[src/logic/acm_params.svh]
/*
  Constants for the audio clock monitor: register offsets, field
  positions, reset values, rate bands and timing figures.
  Assumes a 200 MHz core clock and an 8-bit register port.
*/
// Notes on behaviour
// - Mode 11 toggles active/shutdown on clock validity.
// - Wake mode: shutdown until clocks valid, then active.
// - Protect enable (reset 1) gates fault checking.
// - Clock fault with protection triggers orderly shutdown.
// - Wait timer code: 000 infinite, 001-111 preset times.
// - Wait expiry without clocks sets group four bit 2.
// - Running faults set group two bit 3.
// - Generic flag accompanies specific flags, not pre-power.
// - Bits 2,1,0: ratio change, rate change, rate invalid.
// - Bit 5 frame sync lost, bit 4 internal clock.
// - Per-flag mask bits; several flags at once.
// - After clock fault shutdown, retry in mode 11.
// - Measure rate and ratio, report read-only.
// - Bad clock or ratio ramps volume down.
// - Ratio set and rate-specific ratio limits.
// - 192 kHz input flagged for decimation to 96 kHz.
// - Watchdog on control state machine shuts down.
// - Rate field 3 bits, ratio field 4 bits.
// - Rate codes 001..110, 111 error, 000 reserved.
`ifndef ACM_PARAMS_SVH
`define ACM_PARAMS_SVH

`define ACM_CLK_MHZ        200
// Register offsets.
`define ACM_REG_CTRL       4'h0
`define ACM_REG_STAT2      4'h1
`define ACM_REG_MASK2      4'h2
`define ACM_REG_STAT4      4'h3
`define ACM_REG_MASK4      4'h4
`define ACM_REG_DETECT     4'h5
`define ACM_REG_STATE      4'h6
// Control fields and reset values.
`define ACM_MODE_ON        2'h0
`define ACM_MODE_WAKE      2'h3
`define ACM_MODE_RST       2'h2
`define ACM_PROT_RST       1'h1
`define ACM_HALT_RST       3'h1
`define ACM_MASK_RST       8'h00
// Group bit positions.
`define ACM_B2_FSINV       0
`define ACM_B2_FSCHG       1
`define ACM_B2_RATIOCHG    2
`define ACM_B2_GENERIC     3
`define ACM_B2_INTCLK      4
`define ACM_B2_SYNC        5
`define ACM_B4_WDOG        1
`define ACM_B4_PREPWR      2
// Detected rate codes.
`define ACM_RATE_16K       3'h1
`define ACM_RATE_24K       3'h2
`define ACM_RATE_32K       3'h3
`define ACM_RATE_48K       3'h4
`define ACM_RATE_96K       3'h5
`define ACM_RATE_192K      3'h6
`define ACM_RATE_ERR       3'h7
`define ACM_RATIO_RST      4'h4
`define ACM_RATIO_ERR      4'hF
// Core cycles per frame, band edges per rate family.
`define ACM_BAND_16K       16'h2AF8, 16'h38A4
`define ACM_BAND_24K       16'h1D4C, 16'h2580
`define ACM_BAND_32K       16'h15E0, 16'h1C84
`define ACM_BAND_48K       16'h0E74, 16'h1324
`define ACM_BAND_96K       16'h073A, 16'h0992
`define ACM_BAND_192K      16'h0398, 16'h04CE
// Times in microseconds.
`define ACM_HALT1_US       800
`define ACM_HALT2_US       3200
`define ACM_HALT3_US       34100
`define ACM_HALT4_US       68300
`define ACM_HALT5_US       256000
`define ACM_HALT6_US       768000
`define ACM_HALT7_US       1300000
`define ACM_LOST_US        80
`define ACM_RAMP_US        5

`endif

[src/logic/acm_pkg.sv]
/*
  Types of the audio clock monitor.
  Assumes nothing beyond a SystemVerilog elaborator.
*/
`default_nettype none
package acm_pkg;
  // Power control states; unused codes are caught by the watchdog.
  typedef enum logic [2:0] {
    ACM_SHUT   = 3'b000,
    ACM_WAIT   = 3'b001,
    ACM_RAMP   = 3'b010,
    ACM_ACTIVE = 3'b011
  } acm_state_t;
endpackage
`default_nettype wire

[src/logic/acm_edge_meter.sv]
/*
  Samples the bit clock and frame sync pins, and measures each frame in
  bit-clock edges and core cycles.
  Assumes both pins are asynchronous to core_clk and much slower.
*/
`default_nettype none
module acm_edge_meter #(
  parameter int unsigned LOST_CYC = 16000
) (
  input  wire logic        core_clk,
  input  wire logic        rst_n,
  input  wire logic        bitClkPin,
  input  wire logic        frameSyncPin,
  output logic             frameDone,
  output logic [9:0]       bitsPerFrame,
  output logic [15:0]      cyclesPerFrame,
  output logic             clockLost
);
  logic [2:0]  bitSh_ff;
  logic [2:0]  fsSh_ff;
  logic [9:0]  bitCnt_ff;
  logic [15:0] cycCnt_ff;
  logic        seen_ff;
  logic        bitRise;
  logic        fsRise;

  // Two flops ahead of the edge detector; only stages two and three feed logic.
  always_ff @(posedge core_clk) begin
    if (!rst_n) begin
      bitSh_ff <= 3'h0;
      fsSh_ff  <= 3'h0;
    end else begin
      bitSh_ff <= {bitSh_ff[1:0], bitClkPin};
      fsSh_ff  <= {fsSh_ff[1:0], frameSyncPin};
    end
  end

  assign bitRise = bitSh_ff[1] & ~bitSh_ff[2];
  assign fsRise  = fsSh_ff[1] & ~fsSh_ff[2];

  // Counters saturate so a stopped clock cannot wrap into a valid value.
  always_ff @(posedge core_clk) begin
    if (!rst_n || fsRise) begin
      bitCnt_ff <= 10'h000;
      cycCnt_ff <= 16'h0001;
    end else begin
      if (bitRise && bitCnt_ff != 10'h3FF) bitCnt_ff <= bitCnt_ff + 10'h001;
      if (cycCnt_ff != 16'hFFFF) cycCnt_ff <= cycCnt_ff + 16'h0001;
    end
  end

  // A frame is reported only between two frame starts, never after a stall.
  always_ff @(posedge core_clk) begin
    if (!rst_n) begin
      seen_ff        <= 1'b0;
      frameDone      <= 1'b0;
      clockLost      <= 1'b0;
      bitsPerFrame   <= 10'h000;
      cyclesPerFrame <= 16'h0000;
    end else begin
      frameDone <= fsRise & seen_ff;
      clockLost <= ~fsRise & (cycCnt_ff >= LOST_CYC[15:0]);
      if (fsRise) begin
        seen_ff        <= 1'b1;
        bitsPerFrame   <= bitCnt_ff;
        cyclesPerFrame <= cycCnt_ff;
      end else if (cycCnt_ff >= LOST_CYC[15:0]) begin
        seen_ff <= 1'b0;
      end
    end
  end
endmodule
`default_nettype wire

[src/logic/acm_wait_timer.sv]
/*
  Pre-power-up wait timer: counts the selected time and pulses once.
  Assumes start is a one-cycle pulse and run holds while waiting.
*/
`default_nettype none
module acm_wait_timer #(
  parameter int unsigned CYC1 = 160000,
  parameter int unsigned CYC2 = 640000,
  parameter int unsigned CYC3 = 6820000,
  parameter int unsigned CYC4 = 13660000,
  parameter int unsigned CYC5 = 51200000,
  parameter int unsigned CYC6 = 153600000,
  parameter int unsigned CYC7 = 260000000
) (
  input  wire logic        core_clk,
  input  wire logic        rst_n,
  input  wire logic        start,
  input  wire logic        run,
  input  wire logic [2:0]  code,
  output logic             expired
);
  logic [31:0] cnt_ff;
  logic [31:0] limit;

  // Code zero never expires, which keeps the block out of shutdown.
  always_comb begin
    unique case (code)
      3'h0: limit = 32'hFFFFFFFF;
      3'h1: limit = CYC1;
      3'h2: limit = CYC2;
      3'h3: limit = CYC3;
      3'h4: limit = CYC4;
      3'h5: limit = CYC5;
      3'h6: limit = CYC6;
      3'h7: limit = CYC7;
    endcase
  end

  // The count stops at the limit so the expiry pulse comes only once.
  always_ff @(posedge core_clk) begin
    if (!rst_n || start) begin
      cnt_ff  <= 32'h00000000;
      expired <= 1'b0;
    end else begin
      expired <= 1'b0;
      if (run && code != 3'h0 && cnt_ff < limit) begin
        cnt_ff  <= cnt_ff + 32'h00000001;
        expired <= (cnt_ff + 32'h00000001 == limit);
      end
    end
  end
endmodule
`default_nettype wire

[src/logic/audio_clock_monitor.sv]
/*
  Audio clock monitor: detects sample rate and bit-clock ratio, powers the
  amplifier up and down with the clocks, latches clock faults and drives
  the open-drain interrupt line.
  Assumes a 200 MHz core_clk, synchronous active-low reset, and a
  register master that never issues read and write together.
*/
`include "acm_params.svh"
`default_nettype none
module audio_clock_monitor #(
  parameter int unsigned HALT_CYC1 = `ACM_HALT1_US * `ACM_CLK_MHZ,
  parameter int unsigned HALT_CYC2 = `ACM_HALT2_US * `ACM_CLK_MHZ,
  parameter int unsigned HALT_CYC3 = `ACM_HALT3_US * `ACM_CLK_MHZ,
  parameter int unsigned HALT_CYC4 = `ACM_HALT4_US * `ACM_CLK_MHZ,
  parameter int unsigned HALT_CYC5 = `ACM_HALT5_US * `ACM_CLK_MHZ,
  parameter int unsigned HALT_CYC6 = `ACM_HALT6_US * `ACM_CLK_MHZ,
  parameter int unsigned HALT_CYC7 = `ACM_HALT7_US * `ACM_CLK_MHZ,
  parameter int unsigned LOST_CYC  = `ACM_LOST_US * `ACM_CLK_MHZ
) (
  input  wire logic        core_clk,
  input  wire logic        rst_n,
  input  wire logic [3:0]  regAddr,
  input  wire logic [7:0]  regWrData,
  input  wire logic        regWr,
  input  wire logic        regRd,
  output logic      [7:0]  regRdData,
  input  wire logic        serialBitClock,
  input  wire logic        frameSync,
  input  wire logic        internalClockFault,
  output logic             ampActive,
  output logic             volumeRampDown,
  output logic             decimateEnable,
  output logic      [2:0]  detectedSampleRate,
  output logic      [3:0]  detectedClockRatio,
  output logic             interruptRequestN,
  output logic             interruptRequestOeN
);
  localparam int unsigned RAMP_CYC = `ACM_RAMP_US * `ACM_CLK_MHZ;

  acm_pkg::acm_state_t state_ff;
  acm_pkg::acm_state_t nxt_state;

  logic [1:0]  mode_ff;
  logic        protectEn_ff;
  logic [2:0]  haltCode_ff;
  logic [7:0]  stat2_ff;
  logic [7:0]  mask2_ff;
  logic [7:0]  stat4_ff;
  logic [7:0]  mask4_ff;
  logic [1:0]  goodCnt_ff;
  logic        badClk_ff;
  logic [15:0] rampCnt_ff;
  logic        frameDone;
  logic [9:0]  bitsPerFrame;
  logic [15:0] cyclesPerFrame;
  logic        clockLost;
  logic        timerExpired;
  logic [2:0]  newRate;
  logic [3:0]  newRatio;
  logic        comboBad;
  logic        frameGood;
  logic        clocksValid;
  logic        modeOn;
  logic        modeWake;
  logic        modeOff;
  logic        checking;
  logic [7:0]  set2;
  logic [7:0]  set4;
  logic        anyFault;
  logic        waitStart;
  logic        wdogTrip;

  acm_edge_meter #(
    .LOST_CYC (LOST_CYC)
  ) u_meter (
    .core_clk       (core_clk),
    .rst_n          (rst_n),
    .bitClkPin      (serialBitClock),
    .frameSyncPin   (frameSync),
    .frameDone      (frameDone),
    .bitsPerFrame   (bitsPerFrame),
    .cyclesPerFrame (cyclesPerFrame),
    .clockLost      (clockLost)
  );

  acm_wait_timer #(
    .CYC1 (HALT_CYC1),
    .CYC2 (HALT_CYC2),
    .CYC3 (HALT_CYC3),
    .CYC4 (HALT_CYC4),
    .CYC5 (HALT_CYC5),
    .CYC6 (HALT_CYC6),
    .CYC7 (HALT_CYC7)
  ) u_timer (
    .core_clk (core_clk),
    .rst_n    (rst_n),
    .start    (waitStart),
    .run      (state_ff == acm_pkg::ACM_WAIT),
    .code     (haltCode_ff),
    .expired  (timerExpired)
  );

  // Map the measured bit count onto the ratio code; counts not listed are errors.
  function automatic logic [3:0] ratioCode(input logic [9:0] b);
    case (b)
      10'h010: ratioCode = 4'h0;
      10'h018: ratioCode = 4'h1;
      10'h020: ratioCode = 4'h2;
      10'h030: ratioCode = 4'h3;
      10'h040: ratioCode = 4'h4;
      10'h060: ratioCode = 4'h5;
      10'h080: ratioCode = 4'h6;
      10'h0C0: ratioCode = 4'h7;
      10'h100: ratioCode = 4'h8;
      10'h180: ratioCode = 4'h9;
      10'h200: ratioCode = 4'hA;
      10'h07D: ratioCode = 4'hB;
      10'h0FA: ratioCode = 4'hC;
      10'h1F4: ratioCode = 4'hD;
      default: ratioCode = `ACM_RATIO_ERR;
    endcase
  endfunction

  // Each band covers both the 48 kHz and 44.1 kHz families.
  always_comb begin
    if (cyclesPerFrame >= 16'h2AF8 && cyclesPerFrame <= 16'h38A4)
      newRate = `ACM_RATE_16K;
    else if (cyclesPerFrame >= 16'h1D4C && cyclesPerFrame <= 16'h2580)
      newRate = `ACM_RATE_24K;
    else if (cyclesPerFrame >= 16'h15E0 && cyclesPerFrame <= 16'h1C84)
      newRate = `ACM_RATE_32K;
    else if (cyclesPerFrame >= 16'h0E74 && cyclesPerFrame <= 16'h1324)
      newRate = `ACM_RATE_48K;
    else if (cyclesPerFrame >= 16'h073A && cyclesPerFrame <= 16'h0992)
      newRate = `ACM_RATE_96K;
    else if (cyclesPerFrame >= 16'h0398 && cyclesPerFrame <= 16'h04CE)
      newRate = `ACM_RATE_192K;
    else
      newRate = `ACM_RATE_ERR;
  end

  // Rate-specific ratio limits on top of the plain ratio set.
  assign newRatio  = ratioCode(bitsPerFrame);
  assign comboBad  = (newRate == `ACM_RATE_96K && bitsPerFrame > 10'h100) ||
                     (newRate == `ACM_RATE_192K && bitsPerFrame > 10'h080) ||
                     (newRate == `ACM_RATE_16K && bitsPerFrame == 10'h010);
  assign frameGood = newRate != `ACM_RATE_ERR && newRatio != `ACM_RATIO_ERR &&
                     !comboBad;
  assign clocksValid = goodCnt_ff == 2'h2;

  assign modeOn   = mode_ff == `ACM_MODE_ON;
  assign modeWake = mode_ff == `ACM_MODE_WAKE;
  assign modeOff  = !modeOn && !modeWake;
  assign checking = protectEn_ff && state_ff == acm_pkg::ACM_ACTIVE;

  // Two good frames in a row make the clocks valid; one bad frame undoes it.
  always_ff @(posedge core_clk) begin
    if (!rst_n || clockLost) begin
      goodCnt_ff <= 2'h0;
    end else if (frameDone) begin
      if (!frameGood) goodCnt_ff <= 2'h0;
      else if (!clocksValid) goodCnt_ff <= goodCnt_ff + 2'h1;
    end
  end

  // Detected fields follow every measured frame.
  always_ff @(posedge core_clk) begin
    if (!rst_n) begin
      detectedSampleRate <= `ACM_RATE_48K;
      detectedClockRatio <= `ACM_RATIO_RST;
    end else if (frameDone) begin
      detectedSampleRate <= newRate;
      detectedClockRatio <= newRatio;
    end
  end

  // Running faults; the generic bit rides with each specific one.
  always_comb begin
    set2 = 8'h00;
    if (checking) begin
      if (clockLost || (frameDone && newRate == `ACM_RATE_ERR))
        set2[`ACM_B2_FSINV] = 1'b1;
      if (frameDone && newRate != `ACM_RATE_ERR && newRate != detectedSampleRate)
        set2[`ACM_B2_FSCHG] = 1'b1;
      if (frameDone && newRatio != `ACM_RATIO_ERR && newRatio != detectedClockRatio)
        set2[`ACM_B2_RATIOCHG] = 1'b1;
      if (frameDone && (newRatio == `ACM_RATIO_ERR || comboBad))
        set2[`ACM_B2_SYNC] = 1'b1;
      if (internalClockFault)
        set2[`ACM_B2_INTCLK] = 1'b1;
      if (set2 != 8'h00)
        set2[`ACM_B2_GENERIC] = 1'b1;
    end
  end
  assign anyFault = set2 != 8'h00;

  // Pre-power fault stands alone, without the generic bit.
  always_comb begin
    set4 = 8'h00;
    if (state_ff == acm_pkg::ACM_WAIT && timerExpired && !clocksValid && protectEn_ff)
      set4[`ACM_B4_PREPWR] = 1'b1;
    if (wdogTrip)
      set4[`ACM_B4_WDOG] = 1'b1;
  end

  // Power control sequence.
  always_comb begin
    nxt_state = state_ff;
    waitStart = 1'b0;
    wdogTrip  = 1'b0;
    unique case (state_ff)
      acm_pkg::ACM_SHUT: begin
        // Wake mode leaves shutdown only once frames appear, which also
        // serves as the retry after a fault shutdown.
        if (modeOn || (modeWake && frameDone)) begin
          nxt_state = acm_pkg::ACM_WAIT;
          waitStart = 1'b1;
        end
      end
      acm_pkg::ACM_WAIT: begin
        if (modeOff) nxt_state = acm_pkg::ACM_SHUT;
        else if (clocksValid) nxt_state = acm_pkg::ACM_ACTIVE;
        else if (timerExpired) nxt_state = acm_pkg::ACM_SHUT;
      end
      acm_pkg::ACM_ACTIVE: begin
        // A fault goes through the ramp so the output does not click.
        if (modeOff || anyFault || (modeWake && !clocksValid))
          nxt_state = acm_pkg::ACM_RAMP;
      end
      acm_pkg::ACM_RAMP: begin
        if (rampCnt_ff == RAMP_CYC[15:0]) nxt_state = acm_pkg::ACM_SHUT;
      end
      default: begin
        nxt_state = acm_pkg::ACM_SHUT;
        wdogTrip  = 1'b1;
      end
    endcase
  end

  always_ff @(posedge core_clk) begin
    if (!rst_n) state_ff <= acm_pkg::ACM_SHUT;
    else state_ff <= nxt_state;
  end

  // Ramp length counter; it restarts on every entry to the ramp.
  always_ff @(posedge core_clk) begin
    if (!rst_n || state_ff != acm_pkg::ACM_RAMP) rampCnt_ff <= 16'h0000;
    else rampCnt_ff <= rampCnt_ff + 16'h0001;
  end

  // Bad clocks seen while playing pull the volume down even unprotected.
  always_ff @(posedge core_clk) begin
    if (!rst_n || state_ff != acm_pkg::ACM_ACTIVE) badClk_ff <= 1'b0;
    else if (clockLost || (frameDone && !frameGood)) badClk_ff <= 1'b1;
    else if (frameDone) badClk_ff <= 1'b0;
  end

  // Control register; protection enable resets to one.
  always_ff @(posedge core_clk) begin
    if (!rst_n) begin
      mode_ff      <= `ACM_MODE_RST;
      protectEn_ff <= `ACM_PROT_RST;
      haltCode_ff  <= `ACM_HALT_RST;
    end else if (regWr && regAddr == `ACM_REG_CTRL) begin
      mode_ff      <= regWrData[1:0];
      protectEn_ff <= regWrData[2];
      haltCode_ff  <= regWrData[5:3];
    end
  end

  // Mask registers, one bit per flag position.
  always_ff @(posedge core_clk) begin
    if (!rst_n) begin
      mask2_ff <= `ACM_MASK_RST;
      mask4_ff <= `ACM_MASK_RST;
    end else if (regWr) begin
      if (regAddr == `ACM_REG_MASK2) mask2_ff <= regWrData;
      if (regAddr == `ACM_REG_MASK4) mask4_ff <= regWrData;
    end
  end

  // Sticky flags, cleared by writing ones; a new event beats the clear.
  always_ff @(posedge core_clk) begin
    if (!rst_n) begin
      stat2_ff <= 8'h00;
      stat4_ff <= 8'h00;
    end else begin
      stat2_ff <= (stat2_ff & ~((regWr && regAddr == `ACM_REG_STAT2) ? regWrData : 8'h00))
                  | set2;
      stat4_ff <= (stat4_ff & ~((regWr && regAddr == `ACM_REG_STAT4) ? regWrData : 8'h00))
                  | set4;
    end
  end

  // Read data stand in the cycle after the strobe; unmapped reads give zero.
  always_ff @(posedge core_clk) begin
    if (!rst_n) begin
      regRdData <= 8'h00;
    end else if (regRd) begin
      unique case (regAddr)
        `ACM_REG_CTRL:   regRdData <= {2'h0, haltCode_ff, protectEn_ff, mode_ff};
        `ACM_REG_STAT2:  regRdData <= stat2_ff;
        `ACM_REG_MASK2:  regRdData <= mask2_ff;
        `ACM_REG_STAT4:  regRdData <= stat4_ff;
        `ACM_REG_MASK4:  regRdData <= mask4_ff;
        `ACM_REG_DETECT: regRdData <= {1'h0, detectedSampleRate, detectedClockRatio};
        `ACM_REG_STATE:  regRdData <= {4'h0, clocksValid, state_ff};
        default:         regRdData <= 8'h00;
      endcase
    end else begin
      regRdData <= 8'h00;
    end
  end

  // Open-drain line: driven low only while an unmasked flag stands.
  always_ff @(posedge core_clk) begin
    if (!rst_n) interruptRequestN <= 1'b1;
    else interruptRequestN <= ((stat2_ff & ~mask2_ff) == 8'h00) &&
                              ((stat4_ff & ~mask4_ff) == 8'h00);
  end
  assign interruptRequestOeN = interruptRequestN;

  // Status outputs; 192 kHz input is marked for decimation to 96 kHz.
  always_ff @(posedge core_clk) begin
    if (!rst_n) begin
      ampActive      <= 1'b0;
      volumeRampDown <= 1'b0;
      decimateEnable <= 1'b0;
    end else begin
      ampActive      <= nxt_state == acm_pkg::ACM_ACTIVE;
      volumeRampDown <= nxt_state == acm_pkg::ACM_RAMP || badClk_ff;
      decimateEnable <= detectedSampleRate == `ACM_RATE_192K;
    end
  end
endmodule
`default_nettype wire

[config.mk]
export PLATFORM = sky130hd
export DESIGN_NAME = audio_clock_monitor
export DESIGN_NICKNAME = d
export VERILOG_FILES = /design/src/logic/acm_pkg.sv /design/src/logic/acm_edge_meter.sv /design/src/logic/acm_wait_timer.sv /design/src/logic/audio_clock_monitor.sv
export VERILOG_INCLUDE_DIRS = /design/src /design/src/logic
export SDC_FILE = /design/constraint.sdc
export NUM_CORES = 1
export LEC_CHECK = 0
export ABC_AREA = 1
export BUFFER_PORTS_ARGS = -buffer_cell sky130_fd_sc_hd__buf_2
export CORE_MARGIN = 4
export CORE_UTILIZATION = 44
export DETAILED_ROUTE_END_ITERATION = 8
export SYNTH_ARGS = -nofsm -noshare
export SYNTH_HDL_FRONTEND = slang
export SYNTH_SLANG_ARGS = --single-unit
[constraint.sdc]
create_clock -name core_clk -period 2.7 [get_ports core_clk]
set_input_delay 0.27 -clock core_clk [delete_from_list [all_inputs] [get_ports core_clk]]
set_output_delay 0.27 -clock core_clk [all_outputs]
set_load 0.02 [all_outputs]
==> flow_metrics.env, run 1 <==
export IMPL_place_hpwl_mm=22.5
export IMPL_power_per_cell_area_mw_per_mm2=479
export IMPL_hp_class="in2reg"
export IMPL_crit_type="reg2reg"
export IMPL_routed_wl_mm=29.3
export IMPL_critPathCaptureType="register"
export IMPL_synth_area_per_cell_sq_um=6.78
export IMPL_final_min_clock_period_ps=2490
export IMPL_clockBufferDepth=2
export IMPL_fp_dieW_um=164
export IMPL_peakVddDrop_uv=309
export IMPL_drc=0
export IMPL_first_global_vias=9829
export IMPL_pwr_share_comb=0.048
export IMPL_antenna_found_initial=0
export IMPL_ys_async_sr_fraction=0
export IMPL_yosysWarningCount=0
export IMPL_fin_skew_ps=17.6
export IMPL_cp_top_family="simple AND/OR/NAND/NOR gates"
export IMPL_io_pins=39
export IMPL_syn_nets=1648
export IMPL_synth_cells=1581
export IMPL_synth_seq_cells=193
export IMPL_cpPeakStageDelay_ps=360
export IMPL_rsz0062_at_grt="false"
export IMPL_slew_violations=0
export IMPL_yosys_top_cells_area="dfxtp_1 36%, nand2_1 11%, inv_1 8.9%"
export IMPL_drt_pass1_iter_count=5
export IMPL_crit_path_frequent_cell="nand2_1"
export IMPL_fmax_ghz=0.401
export IMPL_cp_arrival_ps=2880
export IMPL_port_buffers=38
export IMPL_diodes=0
export IMPL_yosys_area_top_type="dfxtp_1"
export IMPL_synth_mux_area_frac=0
export IMPL_cts_buffers=17
export IMPL_rows=56
export IMPL_p_clk_frac=0.449
export IMPL_path_clk_slew_ps=90
export IMPL_p_switching_w=0.00155
export IMPL_max_cap_violations=0
export IMPL_relSlewSlack=0.499
export IMPL_cts_tree="yes"
export IMPL_die_h_um=164
export IMPL_antenna_left=0
export IMPL_cts_htree_levels=4
export IMPL_cp_max_fo=5
export IMPL_synthSimpleGateAreaFrac=0.284
export IMPL_place_gp_congestion=0.935
export IMPL_clkLatencyLatePin_ps=450
export IMPL_routed_via_count=10300
export IMPL_syn2layout_area_growth_pct=12.7
export IMPL_grt_ovfl_total=0
export IMPL_slowest_stage="dfxtp_2"
export IMPL_grt_pass1_wl_mm=49.1
export IMPL_synth_top_area_share=0.361
export IMPL_hold_violations=0
export IMPL_finalSetupTns_ps=0
export IMPL_cp_num_buf_inv=1
export IMPL_synth_top_family_by_area="simple AND/OR/NAND/NOR gates"
export IMPL_use_met2=0.360
export IMPL_worstPathRequired_ps=3090
export IMPL_grt_max_degree=38
export IMPL_dr_first_iter_drc_count=779
export IMPL_core_sq_mm=0.0237
export IMPL_wl_per_cell_um=14.9
export IMPL_synth_xor_area_frac=0.0245
export IMPL_synth_common_cells="313 x nand2_1, 253 x inv_1, 193 x dfxtp_1, 160 x nor2_1, 125 x a21oi_1"
export IMPL_p_int_w=0.00424
export IMPL_p_sw_frac=0.268
export IMPL_synth_edf_count=0
export IMPL_finalCritPeriodShare=0.923
export IMPL_cts_sink_count=193
export IMPL_p_total_w=0.00579
export IMPL_p_leak_nw=5.18
export IMPL_grt_util_met3=0.0359
export IMPL_seqPwrFrac=0.503
export IMPL_vias_per_cell=5.24
export IMPL_synthFlopType="dfxtp_1"
export IMPL_fp_dieArea_sq_mm=0.0269
export IMPL_fill_cells=2486
export IMPL_grt_busiest_layer="met2"
export IMPL_syn_area_sq_mm=0.0107
export IMPL_synth_compound_area_frac=0.167
export IMPL_setup_viol=0
export IMPL_synth_distinct_cells=49
export IMPL_drive_gt1_frac=0.101
export IMPL_globalRouteTotalUtil=0.225
export IMPL_initial_core_util=0.452
export IMPL_ys_seq_area_frac=0.361
export IMPL_use_met1=0.312
export IMPL_status="finished clean"
export IMPL_clock_root_buffer="clkbuf_16"
export IMPL_worstPathCellList="ha_2 > nand3_2 > inv_2 > nand3_2 > nor3_4 > nand3_4 > nor3_4 > nand2_1 > nand2_1 > nand2_1 > a21oi_1 > o2111ai_1 > nor2_1 > nand4_1 > nor2_1"
export IMPL_tightest_slew_ps=749
export IMPL_nets=1703
export IMPL_synthAdderAreaFrac=0.0561
export IMPL_synth_most_common_cell="nand2_1"
export IMPL_critPathLaunchType="register"
==> power groups by stage <==
| stage | clock network, W | logic, W | registers [W] |
|---|---|---|---|
| 4_1_cts | 0.00266 | 0.000277 | 0.00291 |
| 3_5_place_dp | 0 | 0.000273 | 0.00297 |
| 3_3_place_gp | 0 | 0.000270 | 0.00297 |
| 2_1_floorplan | 0 | 0.000178 | 0.00297 |
| 5_1_grt | 0.00279 | 0.000315 | 0.00291 |
| 6_report | 0.00260 | 0.000277 | 0.00291 |
==> metal layers <==
metal  vias to the layer above  share of wire
met5                         -              0
met4                         0          0.022
met3                        46          0.041
met2                       222           0.45
met1                      4712           0.48
li1                       5323              -
==> worst register-to-register path: stages (launching register included) <==
cell       delay (ps)
dfxtp_2           360
ha_2              210
nand3_2           140
inv_2             110
nand3_2           100
nor3_4            260
nand3_4           150
nor3_4            300
nand2_1            80
nand2_1            60
nand2_1            90
a21oi_1           140
o2111ai_1         130
nor2_1            140
nand4_1            90
nor2_1             80
==> final timing paths <==
check	start	end	slack (ps)	depth (start not counted)
hold reg to reg	u_meter.fsSh_ff[0]$_SDFF_PN0_	u_meter.fsSh_ff[1]$_SDFF_PN0_	420	2
hold / removal	regWrData[0]	mask2_ff[0]$_SDFFE_PN0P_	120	3
setup / recovery	u_timer.cnt_ff[0]$_SDFFE_PP0P_	u_timer.expired$_SDFF_PP0_	210	15
setup reg to reg	u_timer.cnt_ff[0]$_SDFFE_PP0P_	u_timer.expired$_SDFF_PP0_	210	15
==> metrics by stage <==
step / hold slack (ps) / std cells / area [sq um] / utilization / setup slack (ps)
2_1_floorplan: 368 / 1581 / 10700 / - / 569
3_3_place_gp: 393 / 1930 / 11400 / 0.480 / 198
3_5_place_dp: 400 / 1930 / 11400 / 0.480 / 131
4_1_cts: 105 / 1964 / 12000 / 0.507 / 129
5_1_grt: 119 / 1968 / 12100 / 0.510 / 0.790
6_report: 121 / 1968 / 12100 / 0.510 / 207
==> layout make-up <==
cell class	count	area (sq um)	share of cell area
Timing Repair Buffer	70	460	0.0381
Multi-Input combinational cell	1085	5730	0.474
Tap cell	319	399	0.0330
Inverter	269	1010	0.0836
Sequential cell	193	3870	0.321
Clock inverter	15	185	0.0153
Clock buffer	17	425	0.0352
==> cell usage in the layout (no fill, tap or decap), types with 4 or more instances in the layout <==
cell type	count
inv_1	253
clkinv_8	4
nor2_4	4
nand2_1	312
inv_2	12
xor2_1	29
o211ai_1	7
a211oi_1	7
buf_4	28
nor2_2	14
a21oi_1	125
o21ai_0	109
inv_8	4
or2_2	6
nor3_1	40
dfxtp_1	187
nand3_1	87
nand3_2	7
clkbuf_16	17
nand4_1	32
clkinv_1	4
buf_2	38
nor4_1	6
a31oi_1	4
dfxtp_2	6
a41oi_1	4
nand2_2	8
a221oi_1	12
o22ai_1	39
ha_1	47
nor2_1	158
==> cells by family (layout without fill, tap and decap cells) <==
| group | after synthesis | after routing |
|---|---|---|
| other | 1 | 1 |
| AND/OR/NAND/NOR | 686 | 686 |
| flip-flops | 193 | 193 |
| AO/OA/AOI/OAI | 320 | 320 |
| adder cells (fa/ha/maj) | 48 | 48 |
| buffers and inverters | 303 | 371 |
| XOR/XNOR | 30 | 30 |
==> flip-flops by register name, summed over array words and instances, names as in the netlist, 3 cells and up <==
name / flops
u_timer.cnt_ff: 32
u_timer.limit: 20
rampCnt_ff: 16
u_meter.cycCnt_ff: 16
u_meter.cyclesPerFrame: 16
u_meter.bitCnt_ff: 10
u_meter.bitsPerFrame: 10
mask2_ff: 8
mask4_ff: 8
regRdData: 8
stat2_ff: 8
stat4_ff: 8
detectedClockRatio: 4
detectedSampleRate: 3
haltCode_ff: 3
state_ff: 3
u_meter.bitSh_ff: 3
u_meter.fsSh_ff: 3
==> repair_timing <==
item,CTS,global route
setup buffers,0,4
gates resized for setup,0,15
hold endpoints to repair,2,0
hold buffers,2,0
endpoints found under the setup margin,0,5
Power figures use the tool's default switching activity.
==> run 2: changes to the inputs <==
- ABC_AREA: 1 -> 0
==> flow_metrics.env, run 2 <==
export IMPL_diodes=0
export IMPL_critPathLaunchType="register"
export IMPL_drive_gt1_frac=0.203
export IMPL_rows=57
export IMPL_min_from="serialBitClock"
export IMPL_clkLatencyLatePin_ps=450
export IMPL_die_h_um=165
export IMPL_largest_register_ffs=32
export IMPL_ys_seq_area_frac=0.358
export IMPL_syn2layout_area_growth_pct=22.1
export IMPL_cp_max_fo=7
export IMPL_setup_viol=1
export IMPL_cpPeakStageDelay_ps=580
export IMPL_initial_core_util=0.445
export IMPL_synth_cells=1306
export IMPL_tightest_slew_ps=815
export IMPL_yosys_area_top_type="dfxtp_1"
export IMPL_relSlewSlack=0.455
export IMPL_max_cap_violations=0
export IMPL_ys_async_sr_fraction=0
export IMPL_peakVddDrop_uv=318
export IMPL_routed_via_count=9655
export IMPL_violations="setup timing"
export IMPL_final_min_clock_period_ps=2710
export IMPL_crit_end="goodCnt_ff[0]$_SDFFE_PP0P_"
export IMPL_core_sq_mm=0.0242
export IMPL_slowest_stage="or4_4"
export IMPL_grt_max_degree=36
export IMPL_antenna_left=0
export IMPL_syn_nets=1373
export IMPL_setup_ws_ps=-9.26
export IMPL_placed_cells=1704
export IMPL_synthFlopType="dfxtp_1"
export IMPL_final_common_cell="dfxtp_1"
export IMPL_first_global_vias=9202
export IMPL_fmax_ghz=0.369
export IMPL_startpoint="u_meter.cyclesPerFrame[1]$_SDFFE_PN0P_"
export IMPL_r2r_cells=11
export IMPL_synth_top_area_share=0.358
export IMPL_drt_pass1_iter_count=6
export IMPL_yosys_top_cells_area="dfxtp_1 36%, ha_1 5.6%, mux2i_1 5.1%"
export IMPL_globalRouteTotalUtil=0.209
export IMPL_synth_area_per_cell_sq_um=8.27
export IMPL_hp_class="in2reg"
export IMPL_p_leak_nw=5.35
export IMPL_grt_pass1_wl_mm=46.5
export IMPL_p_total_w=0.00590
export IMPL_timing_rr_end="goodCnt_ff[0]$_SDFFE_PP0P_"
export IMPL_cts_htree_levels=4
export IMPL_r2r_start="u_meter.cyclesPerFrame[1]$_SDFFE_PN0P_"
export IMPL_grt_ovfl_total=0
export IMPL_drc=0
export IMPL_syn_area_sq_mm=0.0108
export IMPL_cp_num_buf_inv=2
export IMPL_io_pins=39
export IMPL_final_cell_mix="178 x dfxtp_1, 142 x nand2_1, 127 x nor2_1, 110 x buf_4, 65 x inv_1"
export IMPL_worstPathRequired_ps=3010
export IMPL_cp_arrival_ps=3020
export IMPL_cp_depth=11
export IMPL_fin_skew_ps=21.6
export IMPL_worstPathCellList="buf_6 > or4_4 > nor3_4 > o311ai_4 > o211ai_1 > nor3_2 > o311ai_4 > buf_6 > nor2_4 > a31oi_1 > a311oi_2"
export IMPL_status="finished with violations"
export IMPL_design_area_sq_mm=0.0132
export IMPL_cp_top_family="compound AO/OA/AOI/OAI gates"
export IMPL_fp_dieArea_sq_mm=0.0271
export IMPL_dpl_cell_area_sq_mm=0.0120
export IMPL_place_gp_congestion=0.878
export IMPL_synth_edf_count=0
export IMPL_nets=1480
export IMPL_antenna_found_initial=0
export IMPL_fp_dieW_um=165
export IMPL_vias_per_cell=5.52
export IMPL_crit_type="reg2reg"
export IMPL_fin_cells=1750
export IMPL_slew_violations=0
export IMPL_path_clk_slew_ps=70
export IMPL_largest_register="u_timer.cnt_ff"
export IMPL_cts_sink_count=193
export IMPL_dr_first_iter_drc_count=622
export IMPL_rsz0062_at_grt="true"
export IMPL_cts_tree="yes"
export IMPL_synth_most_common_cell="dfxtp_1"
export IMPL_power_per_cell_area_mw_per_mm2=447
export IMPL_hold_violations=0
export IMPL_finalCritPeriodShare=1.00
export IMPL_synth_common_cells="193 x dfxtp_1, 143 x nand2_1, 129 x nor2_1, 68 x inv_1, 64 x a21oi_1"
export IMPL_clockBufferDepth=2
export IMPL_r2r_setup_slack_ps=-9
export IMPL_wl_per_cell_um=16.1
export IMPL_hold_depth=2
export IMPL_port_buffers=38
export IMPL_yosysWarningCount=0
export IMPL_synth_distinct_cells=78
export IMPL_cts_buffers=17
export IMPL_routed_wl_mm=28.2
export IMPL_synth_seq_cells=193
export IMPL_clock_root_buffer="clkbuf_16"
export IMPL_place_hpwl_mm=20.3
export IMPL_critPathCaptureType="register"
[run 2: cell types whose count changed after synthesis, sizes merged, moves of 46 or more]
cell / previous run / this run
a21oi: 125 / 64
inv: 265 / 68
mux2i: 0 / 55
nand2: 322 / 143
nor2: 176 / 130
o21ai: 112 / 39
[run 2: where the power goes]
part           internal [W]  total [W]  switching [W]
Clock               0.00137    0.00266        0.00129
Combinational      0.000118   0.000341       0.000223
Sequential          0.00287    0.00290      0.0000268
[run 2: area by class of cell]
type | count | area, sq um
clock inverter | 14 | 185
fill | 2298 | 11100
multi-input combinational | 973 | 6830
sequential | 193 | 3880
timing repair buffer | 159 | 1180
clock buffer | 18 | 439
tap | 324 | 405
inverter | 69 | 265
[run 2: worst min path at each step]
stage / to / slack, ps
after CTS: u_meter.bitSh_ff[0]$_SDFF_PN0_ / 20
final: u_meter.bitSh_ff[0]$_SDFF_PN0_ / 40
after detailed placement: u_meter.bitSh_ff[1]$_SDFF_PN0_ / 420
after global routing: u_meter.bitSh_ff[0]$_SDFF_PN0_ / 50
after floorplan: stat4_ff[4]$_SDFF_PN0_ / 360
after global placement: u_meter.bitSh_ff[1]$_SDFF_PN0_ / 420
[run 2: cell families (layout without fill, tap and decap cells)]
group	after synthesis	after routing	share of synthesized area
mux	63	63	0.0635
simple gates	525	525	0.242
compound gates	263	263	0.171
buf+inv	140	260	0.0511
other cells	1	1	0.000347
fa+ha+maj	48	48	0.0556
xor+xnor	73	73	0.0592
flops	193	193	0.358
[run 2: layer usage]
layer | vias up | wire length [um] | global-route usage
met5 | - | 0 | 0
met4 | 0 | 348 | 0.0560
met3 | 30 | 1050 | 0.0307
met2 | 191 | 13100 | 0.335
met1 | 4544 | 13800 | 0.295
li1 | 4890 | - | -
[run 2: per-stage QoR]
step	utilization	TNS [ps]	hold slack [ps]	setup WS, ps
5_1_grt	0.544	-1030	48.5	-106
3_5_place_dp	0.493	-4600	419	-267
3_3_place_gp	0.493	-3450	419	-265
4_1_cts	0.530	-9.88	22.9	-9.17
2_1_floorplan	-	-75.2	358	-12.5
6_report	0.544	-9.26	40.8	-9.26
[run 2: repair_timing]
action                     4_1_cts  5_1_grt
resized for setup               44       56
pin swaps                       15       30
setup endpoints to repair       41       37
hold buffers                     0        0
buffers inserted                 7        8
hold endpoints to repair         0        0
[run 2: worst register-to-register path, stage by stage, from the launching register on]
cell and delay, ps:
dfxtp_2 330, buf_6 120, or4_4 580, nor3_4 190
o311ai_4 110, o211ai_1 350, nor3_2 90, o311ai_4 340
buf_6 170, nor2_4 50, a31oi_1 190, a311oi_2 50
==> run 3: changes to the inputs <==
==> constraint.sdc (replaced) <==
create_clock -name core_clk -period 2.7 [get_ports core_clk]
set_input_delay 0.405 -clock core_clk [delete_from_list [all_inputs] [get_ports core_clk]]
set_output_delay 0.405 -clock core_clk [all_outputs]
set_load 0.02 [all_outputs]
==> flow_metrics.env, run 3 (synthesized netlist as in run 2, its figures left out) <==
export IMPL_final_common_cell="dfxtp_1"
export IMPL_die_h_um=165
export IMPL_grt_ovfl_total=0
export IMPL_diodes=0
export IMPL_grt_pass1_wl_mm=46.6
export IMPL_grt_max_degree=57
export IMPL_final_cell_mix="180 x dfxtp_1, 142 x nand2_1, 127 x nor2_1, 117 x buf_4, 63 x inv_1"
export IMPL_largest_register="u_timer.cnt_ff"
export IMPL_globalRouteTotalUtil=0.210
export IMPL_dpl_cell_area_sq_mm=0.0120
export IMPL_core_sq_mm=0.0242
export IMPL_antenna_found_initial=0
export IMPL_antenna_left=0
export IMPL_cts_tree="yes"
export IMPL_crit_type="reg2reg"
export IMPL_setup_viol=4
export IMPL_drc=0
export IMPL_place_hpwl_mm=20.3
export IMPL_syn2layout_area_growth_pct=22.1
export IMPL_setup_ws_ps=-69.8
export IMPL_clkLatencyLatePin_ps=440
export IMPL_critPathLaunchType="register"
export IMPL_clock_root_buffer="clkbuf_16"
export IMPL_hold_depth=2
export IMPL_cts_sink_count=193
export IMPL_r2r_cells=10
export IMPL_max_cap_violations=0
export IMPL_hp_class="in2reg"
export IMPL_power_per_cell_area_mw_per_mm2=446
export IMPL_nets=1484
export IMPL_rows=57
export IMPL_routed_wl_mm=28.7
export IMPL_place_ws_ps=-262
export IMPL_initial_core_util=0.445
export IMPL_critPathCaptureType="register"
export IMPL_cp_max_fo=12
export IMPL_cp_arrival_ps=3110
export IMPL_fp_dieW_um=165
export IMPL_final_min_clock_period_ps=2770
export IMPL_finalSetupTns_ps=-160
export IMPL_cts_htree_levels=4
export IMPL_tightest_slew_ps=631
export IMPL_hold_violations=0
export IMPL_routed_via_count=9756
export IMPL_place_gp_congestion=0.881
export IMPL_port_buffers=38
export IMPL_fmax_ghz=0.361
export IMPL_rsz0062_at_grt="true"
export IMPL_drive_gt1_frac=0.203
export IMPL_clockBufferDepth=2
export IMPL_violations="setup timing"
export IMPL_io_pins=39
export IMPL_p_leak_nw=5.34
export IMPL_cts_buffers=17
export IMPL_fp_dieArea_sq_mm=0.0271
export IMPL_worstPathRequired_ps=3040
export IMPL_path_clk_slew_ps=80
export IMPL_vias_per_cell=5.56
export IMPL_design_area_sq_mm=0.0132
export IMPL_finalCritPeriodShare=1.03
export IMPL_peakVddDrop_uv=491
export IMPL_fin_skew_ps=15.3
export IMPL_dr_first_iter_drc_count=714
export IMPL_status="finished with violations"
export IMPL_relSlewSlack=0.568
export IMPL_largest_register_ffs=32
export IMPL_p_total_w=0.00589
export IMPL_final_util=0.544
export IMPL_drt_pass1_iter_count=5
export IMPL_first_global_vias=9059
export IMPL_slew_violations=0
export IMPL_wl_per_cell_um=16.3
run 3: cell count changes in the layout (fill, tap and decap cells not counted), moves of 3 or more:
cell	delta
inv_12	+3
a21oi_4	+6
buf_4	+7
a21oi_1	-4
inv_8	-3
buf_6	-4
dfxtp_2	-3
o21ai_1	+3
run 3: metal layers:
layer	wire length (um)	GRT usage
met5	0	0
met1	14000	0.306
met4	502	0.0526
met2	13100	0.329
met3	1060	0.0302
run 3: path summary, 6_finish.rpt:
kind                                         end                              startpoint  slack, ps
setup / recovery       volumeRampDown$_SDFF_PN0_  u_meter.cyclesPerFrame[4]$_SDFFE_PN0P_        -70
hold / removal    u_meter.bitSh_ff[0]$_SDFF_PN0_                          serialBitClock        170
setup reg to reg       volumeRampDown$_SDFF_PN0_  u_meter.cyclesPerFrame[4]$_SDFFE_PN0P_        -70
hold reg to reg   u_meter.bitSh_ff[1]$_SDFF_PN0_          u_meter.bitSh_ff[0]$_SDFF_PN0_        440
run 3: report_power, final:
group / switching [W] / leakage [nW] / total [W] / internal [W]
Clock: 0.00135 / 0.300 / 0.00263 / 0.00128
Combinational: 0.000234 / 3.48 / 0.000355 / 0.000121
Sequential: 0.0000267 / 1.56 / 0.00290 / 0.00287
Total: 0.00161 / 5.34 / 0.00589 / 0.00428
run 3: metrics by stage:
stage | instances | hold slack (ps)
detailed placement | 1704 | 422
finish | 1754 | 167
global route | 1754 | 169
CTS | 1750 | 163
global placement | 1704 | 416
floorplan | 1306 | 412
run 3: timing repair:
item,in CTS,in global routing
cloned,1,0
setup buffers,13,4
endpoints found under the setup margin,41,38
hold buffers,0,0
resized for setup,42,55
pin swaps,16,8
run 3: critical path, cell delays in order, from the launching register on:
cell and delay (ps):
dfxtp_1 320, buf_4 180, or4_1 490, o211a_1 220, o22a_1 230, nor3b_4 180
a2111o_1 400, o311ai_4 90, nand3_4 100, and3_4 170, o41ai_2 300
run 3: layout make-up:
cell class              count  area [sq um]
well taps                 324           405
inverters                  69           265
clock buffers              17           425
fillers                  2235         11100
flip-flops and latches    193          3880
multi-input cells         973          6800
clock inverters            15           196
repair buffers            163          1210
